`config.mk`:
```
export PLATFORM = sky130hd
export DESIGN_NAME = dspwm_top
export DESIGN_NICKNAME = d
export VERILOG_FILES = /design/src/hw/dspwm_pkg.sv /design/src/hw/dspwm_cfg_if.sv /design/src/hw/dspwm_chan.sv /design/src/hw/dspwm_top.sv
export SDC_FILE = /design/constraint.sdc
export NUM_CORES = 1
export LEC_CHECK = 0
export BUFFER_PORTS_ARGS = -buffer_cell sky130_fd_sc_hd__buf_2
export CAP_MARGIN = 30
export CORE_ASPECT_RATIO = 1.4
export CORE_MARGIN = 2
export CORE_UTILIZATION = 37
export CTS_BUF_LIST = sky130_fd_sc_hd__clkbuf_4
export DETAILED_ROUTE_END_ITERATION = 8
export PLACE_DENSITY = 0.53
export SLEW_MARGIN = 0
export SYNTH_ARGS = -nofsm -noshare
export SYNTH_HDL_FRONTEND = slang
export SYNTH_SLANG_ARGS = --single-unit
```
`constraint.sdc`:
```
create_clock -name CLK -period 5.5 [get_ports CLK]
set_input_delay 0.825 -clock CLK [delete_from_list [all_inputs] [get_ports CLK]]
set_output_delay 0.825 -clock CLK [all_outputs]
set_load 0.01 [all_outputs]
```
`src/hw/dspwm_pkg.sv`:
```
/*
  Package of the dual six-plus-two pulse width modulator: register
  indices, field positions, reset values, divider codes and counts.
  Assumes one system clock; the divider source clock is CLK itself.
*/
package dspwm_pkg;

  // ------------------------------------------------------------------
  // register map: index, byte address is four times the index
  // ------------------------------------------------------------------
  localparam logic [3:0] DSPWM_IDX_CTRL0 = 4'h0;
  localparam logic [3:0] DSPWM_IDX_DUTY0 = 4'h1;
  localparam logic [3:0] DSPWM_IDX_CTRL1 = 4'h2;
  localparam logic [3:0] DSPWM_IDX_DUTY1 = 4'h3;

  // ------------------------------------------------------------------
  // control field layout and reset values
  // ------------------------------------------------------------------
  localparam int         DSPWM_RUN_HI   = 7;
  localparam int         DSPWM_RUN_LO   = 6;
  localparam int         DSPWM_DIV_HI   = 2;
  localparam int         DSPWM_DIV_LO   = 0;
  localparam logic [1:0] DSPWM_RUN_RST  = 2'h0;
  localparam logic [2:0] DSPWM_DIV_RST  = 3'h0;
  localparam logic [7:0] DSPWM_DUTY_RST = 8'h00;

  // ------------------------------------------------------------------
  // counts
  // ------------------------------------------------------------------
  localparam int         DSPWM_SUB_LEN  = 64;   // counter clocks per sub-cycle
  localparam int         DSPWM_FULL_LEN = 256;  // counter clocks per full cycle
  localparam int         DSPWM_PRE_W    = 7;    // widest divide is 128

  typedef enum logic [1:0] {
    DSPWM_HOLD_LOW  = 2'b00,
    DSPWM_HOLD_HIGH = 2'b01,
    DSPWM_RUN_A     = 2'b10,
    DSPWM_RUN_B     = 2'b11
  } dspwm_run_t;

  // terminal count of the prescaler for a divider code
  function automatic logic [DSPWM_PRE_W-1:0] dspwm_div_last(input logic [2:0] code);
    logic [DSPWM_PRE_W-1:0] r;
    r = 7'h01;
    case (code)
      3'h0, 3'h1: r = 7'h01;
      3'h2:       r = 7'h03;
      3'h3:       r = 7'h07;
      3'h4:       r = 7'h0f;
      3'h5:       r = 7'h1f;
      3'h6:       r = 7'h3f;
      default:    r = 7'h7f;
    endcase
    return r;
  endfunction : dspwm_div_last

endpackage : dspwm_pkg

```
`src/hw/dspwm_cfg_if.sv`:
```
/*
  Interface carrying one channel's settings from the register file to
  a channel engine. Assumes a single clock domain.
*/
`timescale 1ns/10ps
`default_nettype none
interface dspwm_cfg_if;
  logic [1:0] run_select_field;
  logic [2:0] clock_divider_select;
  logic [7:0] duty_value;
  modport regs (output run_select_field, output clock_divider_select, output duty_value);
  modport chan (input run_select_field, input clock_divider_select, input duty_value);
endinterface : dspwm_cfg_if
`default_nettype wire

```
`src/hw/dspwm_chan.sv`:
```
/*
  One modulator channel: prescaler, 8-bit cycle counter and output.
  Assumes its settings are stable registers in the CLK domain.
*/
`timescale 1ns/10ps
`default_nettype none
module dspwm_chan
  import dspwm_pkg::*;
(
  input  wire logic     clk,
  input  wire logic     resetn,
  dspwm_cfg_if.chan     cfg,
  output logic          pulse_output
);

  // ------------------------------------------------------------------
  // prescaler and cycle counter
  // ------------------------------------------------------------------
  logic [DSPWM_PRE_W-1:0] pre_q, pre_d;
  logic [7:0]             cnt_q, cnt_d;
  logic                   out_q, out_d;
  logic                   tick;
  logic                   run;
  logic [5:0]             coarse_duty;
  logic [1:0]             fine_extra_count;
  logic [6:0]             high_len;

  assign run              = cfg.run_select_field[1];
  assign coarse_duty      = cfg.duty_value[7:2];
  assign fine_extra_count = cfg.duty_value[1:0];
  assign tick             = (pre_q >= dspwm_div_last(cfg.clock_divider_select));

  // sub-cycle index from the next count, the one the output compares, so the
  // first clock of each sub-cycle uses its own length and not the previous one
  always_comb begin
    high_len = {1'b0, coarse_duty};
    if (cnt_d[7:6] < fine_extra_count) begin
      high_len = 7'({1'b0, coarse_duty} + 7'h01);
    end
  end

  // counter held at zero while stopped so runs start near a boundary
  always_comb begin
    pre_d = pre_q;
    cnt_d = cnt_q;
    if (!run) begin
      pre_d = '0;
      cnt_d = '0;
    end else if (tick) begin
      pre_d = '0;
      cnt_d = 8'(cnt_q + 8'h01);                          // wraps at 256
    end else begin
      pre_d = 7'(pre_q + 7'h01);
    end
  end

  // duty read live each clock so a write lands in the running cycle
  always_comb begin
    case (cfg.run_select_field)
      DSPWM_HOLD_LOW:  out_d = 1'b0;
      DSPWM_HOLD_HIGH: out_d = 1'b1;
      default:         out_d = ({1'b0, cnt_d[5:0]} < high_len);
    endcase
  end

  always_ff @(posedge clk or negedge resetn) begin
    if (!resetn) begin
      pre_q <= '0;
      cnt_q <= '0;
      out_q <= 1'b0;
    end else begin
      pre_q <= pre_d;
      cnt_q <= cnt_d;
      out_q <= out_d;
    end
  end

  assign pulse_output = out_q;

endmodule : dspwm_chan
`default_nettype wire

```
`src/hw/dspwm_top.sv`:
```
/*
  Top of the dual six-plus-two modulator: register file on a plain
  strobe port and two channel engines. Assumes a master that never
  raises both strobes together; read data stand one cycle later.
*/
// Chosen here: the register addresses and strobed register access.
`timescale 1ns/10ps
`default_nettype none
module dspwm_top
  import dspwm_pkg::*;
(
  input  wire logic       CLK,
  input  wire logic       RESETN,
  input  wire logic [3:0] ADDR,
  input  wire logic [7:0] WDATA,
  input  wire logic       WR,
  input  wire logic       RD,
  output logic      [7:0] RDATA,
  output logic      [1:0] PULSE_OUTPUT
);

  // ------------------------------------------------------------------
  // registers, two channels side by side
  // ------------------------------------------------------------------
  logic [1:0] run_q [2];
  logic [1:0] run_d [2];
  logic [2:0] div_q [2];
  logic [2:0] div_d [2];
  logic [7:0] duty_q [2];
  logic [7:0] duty_d [2];
  logic [7:0] rdata_q, rdata_d;

  function automatic logic [7:0] ctrl_view(input logic [1:0] r, input logic [2:0] d);
    return {r, 3'h0, d};
  endfunction : ctrl_view

  // write decode; unmapped addresses are ignored, bits 5..3 dropped
  always_comb begin
    for (int c = 0; c < 2; c++) begin
      run_d[c]  = run_q[c];
      div_d[c]  = div_q[c];
      duty_d[c] = duty_q[c];
    end
    if (WR) begin
      case (ADDR)
        DSPWM_IDX_CTRL0: begin
          run_d[0] = WDATA[DSPWM_RUN_HI:DSPWM_RUN_LO];
          div_d[0] = WDATA[DSPWM_DIV_HI:DSPWM_DIV_LO];
        end
        DSPWM_IDX_CTRL1: begin
          run_d[1] = WDATA[DSPWM_RUN_HI:DSPWM_RUN_LO];
          div_d[1] = WDATA[DSPWM_DIV_HI:DSPWM_DIV_LO];
        end
        DSPWM_IDX_DUTY0: duty_d[0] = WDATA;
        DSPWM_IDX_DUTY1: duty_d[1] = WDATA;
        default: ;
      endcase
    end
  end

  // read mux; unmapped reads return zero
  always_comb begin
    rdata_d = 8'h00;
    if (RD) begin
      case (ADDR)
        DSPWM_IDX_CTRL0: rdata_d = ctrl_view(run_q[0], div_q[0]);
        DSPWM_IDX_CTRL1: rdata_d = ctrl_view(run_q[1], div_q[1]);
        DSPWM_IDX_DUTY0: rdata_d = duty_q[0];
        DSPWM_IDX_DUTY1: rdata_d = duty_q[1];
        default:         rdata_d = 8'h00;
      endcase
    end
  end

  always_ff @(posedge CLK or negedge RESETN) begin
    if (!RESETN) begin
      for (int c = 0; c < 2; c++) begin
        run_q[c]  <= DSPWM_RUN_RST;
        div_q[c]  <= DSPWM_DIV_RST;
        duty_q[c] <= DSPWM_DUTY_RST;
      end
      rdata_q <= 8'h00;
    end else begin
      for (int c = 0; c < 2; c++) begin
        run_q[c]  <= run_d[c];
        div_q[c]  <= div_d[c];
        duty_q[c] <= duty_d[c];
      end
      rdata_q <= rdata_d;
    end
  end

  assign RDATA = rdata_q;

  // ------------------------------------------------------------------
  // channel engines
  // ------------------------------------------------------------------
  for (genvar g = 0; g < 2; g++) begin : g_chan
    dspwm_cfg_if cfg ();
    assign cfg.run_select_field     = run_q[g];
    assign cfg.clock_divider_select = div_q[g];
    assign cfg.duty_value           = duty_q[g];
    dspwm_chan u_chan (
      .clk          (CLK),
      .resetn       (RESETN),
      .cfg          (cfg),
      .pulse_output (PULSE_OUTPUT[g])
    );
  end

endmodule : dspwm_top
`default_nettype wire

```
==> out/results.tsv <==
metric	value	unit
status	finished clean	
DRC viols	0	
Placed Instances	509	
Max Cap Viol	0	
RSZ-0062 raised after global routing	no	
post_cts resized	0	
register area share after synthesis	43.8	%
worst slew pin tran	938	ps
Syn. warnings	0	
Synth Instances	357	
Yosys reg bits	66	
leak pwr	1.95	nW
clk_skew	16.1	ps
GPL Wtd Cong	0.788	
Slew HR	37.3	%
final setup TNS	0	ps
number of global-route vias before repair	2774	
GRT Util Overall	16.1	%
Detailed Route Iter0 Violations	89	
total power	0.00122	W
count of cell types in the netlist	44	
first-pass GRT wire length	13.4	mm
Die H	123	microns
initial antenna violation count	1	
final core utilization	41.7	%
Post-synth EDFFs	0	
# H-tree levels	3	
die width	89.3	microns
Initial Utilization	38.1	%
Max VDD drop	121	uV
Syn Nets	403	
Initial DRT Pass Iterations	4	
die area	11000	sq um
CP Capture Type	register	
Power Density	296	nW/um^2
total I/O pin count	26	
Area Overhead vs Synth	9.70	%
remaining global-route overflow	0	
FMAX	222	MHz
Routed Antenna Nets	0	
port buffer count	25	
DP Wirelength	6.07	mm
Final Hold Violating Endpoints	0	
site row count	43	
Area after DPL	4030	sq um
share of layout cells above drive strength 1	18.2	%
Worst EP arrival	4880	ps
Core Region	9900	sq um
Crit path required time	5870	ps
critical setup path kind	reg -> reg	
fill count	1014	
root buf cell	clkbuf_4	
worst hold path type	reg -> reg	
crit start category	register	
CTS buffer count	9	
fin. max-slew vios	0	
clk slew on worst S/H paths	110	ps
Main synth FF type	dfrtp_1	
Syn Area/Cell	10.6	sq um
synthesized area	3770	sq um
min cycle time layout	4510	ps
DRT Wirelength	8.05	mm
drt wl/cell	15.3	microns
clk_lat worst skew	420	ps
CTS tree	done	
fin area	4130	sq um
# nets final	431	
Critical Path Fanout Max	7	
Final setup viols	0	
Via-to-Cell Ratio	5.13	
maximum number of pins on one net before global-route repair	67	
fraction of registers with async set/reset	100	%
via count	2699	
CTS Hold Bufs	0	
# Post-CTS Setup Buffers	0	
crit share post-route	82.1	%
CTS Buffer Depth	2	
Sink Count	66	
fin cells	526	
## report_power, final
part           internal [W]  leakage [nW]  switching, W
logic              0.000154          1.02      0.000157
registers          0.000551         0.866     0.0000889
clock network     0.0000974        0.0631      0.000175
## layer usage
metal | up-vias | GRT usage, % | routed length, microns
li1 | 1340 | - | -
met1 | 1324 | 18.4 | 3430
met2 | 27 | 28.7 | 4310
met3 | 8 | 2.74 | 151
met4 | 0 | 7.28 | 163
met5 | - | 0 | 0
## flip-flops by register name (all words and copies together) (netlist names)
register / count
g_chan.cfg.run_select_field: 4
g_chan.cfg.duty_value: 16
g_chan.u_chan.cnt_q: 16
g_chan.u_chan.pre_q: 14
g_chan.cfg.clock_divider_select: 6
RDATA: 8
g_chan.u_chan.pulse_output: 2
## cells by family after synthesis
kind of cell | after synthesis | synth area share [%]
multiplexers | 33 | 10.5
XOR/XNOR | 32 | 7.44
adder cells (fa/ha/maj) | 30 | 9.96
AND/OR/NAND/NOR | 129 | 17.0
flip-flops | 66 | 43.8
AO/OA/AOI/OAI | 48 | 9.10
buffers and inverters | 19 | 2.13
## path summary, 6_finish.rpt
check | from | end | slack [ps] | depth (start not counted)
worst min register to register | g_chan[1].u_chan.pre_q[0]$_DFF_PN0_ | g_chan[1].u_chan.pre_q[0]$_DFF_PN0_ | 500 | 1
worst max register to register | g_chan[0].cfg.clock_divider_select[1]$_DFFE_PN0P_ | g_chan[0].u_chan.pulse_output$_DFF_PN0_ | 990 | 19
max in group asynchronous | RESETN | g_chan[0].cfg.duty_value[5]$_DFFE_PN0P_ | 4350 | 2
worst min-delay path | g_chan[1].u_chan.pre_q[0]$_DFF_PN0_ | g_chan[1].u_chan.pre_q[0]$_DFF_PN0_ | 500 | 1
min in group asynchronous | RESETN | g_chan[0].u_chan.cnt_q[7]$_DFF_PN0_ | 580 | 2
worst max-delay path | g_chan[0].cfg.clock_divider_select[1]$_DFFE_PN0P_ | g_chan[0].u_chan.pulse_output$_DFF_PN0_ | 990 | 19
## through the flow
stage / hold WS [ps] / setup WS, ps
6_report: 501 / 987
5_1_grt: 531 / 622
3_5_place_dp: 491 / 998
3_3_place_gp: 469 / 1090
2_1_floorplan: 446 / 1350
4_1_cts: 509 / 981
## critical path, stage by stage (launching register included)
cell and delay [ps]:
dfrtp_1 450, a21oi_1 170, ha_1 270, a21oi_2 150
a211oi_1 100, or3_4 430, nand4_1 120, xnor2_1 60
and2_1 170, ha_1 300, and4b_1 210, a2111oi_4 470
and2_1 250, nand3_1 100, xor2_1 160, ha_1 200
nor4_1 320, nand2_1 110, a211oi_2 220, o32a_1 180
## layout make-up
type                       instances  area, sq um  area share, %
clock buffer                      11         82.6           2.00
clock inverter                     5         21.3          0.515
sequential                        66         1650           40.0
tap                              135          169           4.09
inverter                          10         37.5          0.908
timing repair buffer              26          133           3.21
antenna                            1         2.50         0.0606
multi-input combinational        272         2040           49.3
## synthesized netlist by cell type, types with 3 or more instances
library cell   n  area share [%]
dfrtp_1       66              44
nor2_1        32             3.2
nand2_1       31             3.1
ha_1          30              10
mux2_2        23             6.9
nand3_1       17             2.3
xor2_1        17             4.0
xnor2_1       15             3.5
a21oi_1       13             1.7
and3_1        12             2.0
nand4_1       11             1.8
and2_1        10             1.7
inv_1         10             1.0
o21ai_0        9             1.2
mux2i_1        7             1.9
clkbuf_1       5            0.50
a211oi_1       4            0.80
a21o_1         4            0.80
a311oi_1       3            0.70
mux4_2         3             1.8
nand2b_1       3            0.50
nor2b_1        3            0.50
nor4_1         3            0.50
## cell usage in the layout (no fill, tap or decap), types with 2 or more instances in the layout
| cell type | netlist | layout |
|---|---|---|
| dfrtp_1 | 66 | 66 |
| nor2_1 | 32 | 32 |
| nand2_1 | 31 | 31 |
| ha_1 | 30 | 30 |
| buf_2 | 1 | 25 |
| mux2_2 | 23 | 23 |
| nand3_1 | 17 | 17 |
| xor2_1 | 17 | 17 |
| xnor2_1 | 15 | 15 |
| a21oi_1 | 13 | 13 |
| and3_1 | 12 | 12 |
| nand4_1 | 11 | 11 |
| clkbuf_4 | 0 | 11 |
| inv_1 | 10 | 10 |
| and2_1 | 10 | 10 |
| o21ai_0 | 9 | 9 |
| mux2i_1 | 7 | 7 |
| a21o_1 | 4 | 4 |
| a211oi_1 | 4 | 4 |
| nand2b_1 | 3 | 3 |
| nor4_1 | 3 | 3 |
| nor2b_1 | 3 | 3 |
| a311oi_1 | 3 | 3 |
| mux4_2 | 3 | 3 |
| clkinv_1 | 0 | 3 |
| a21oi_2 | 2 | 2 |
| o21ai_1 | 2 | 2 |
| a211oi_2 | 2 | 2 |
| o21a_1 | 2 | 2 |
| clkinv_2 | 0 | 2 |
Power figures use the tool's default switching activity.
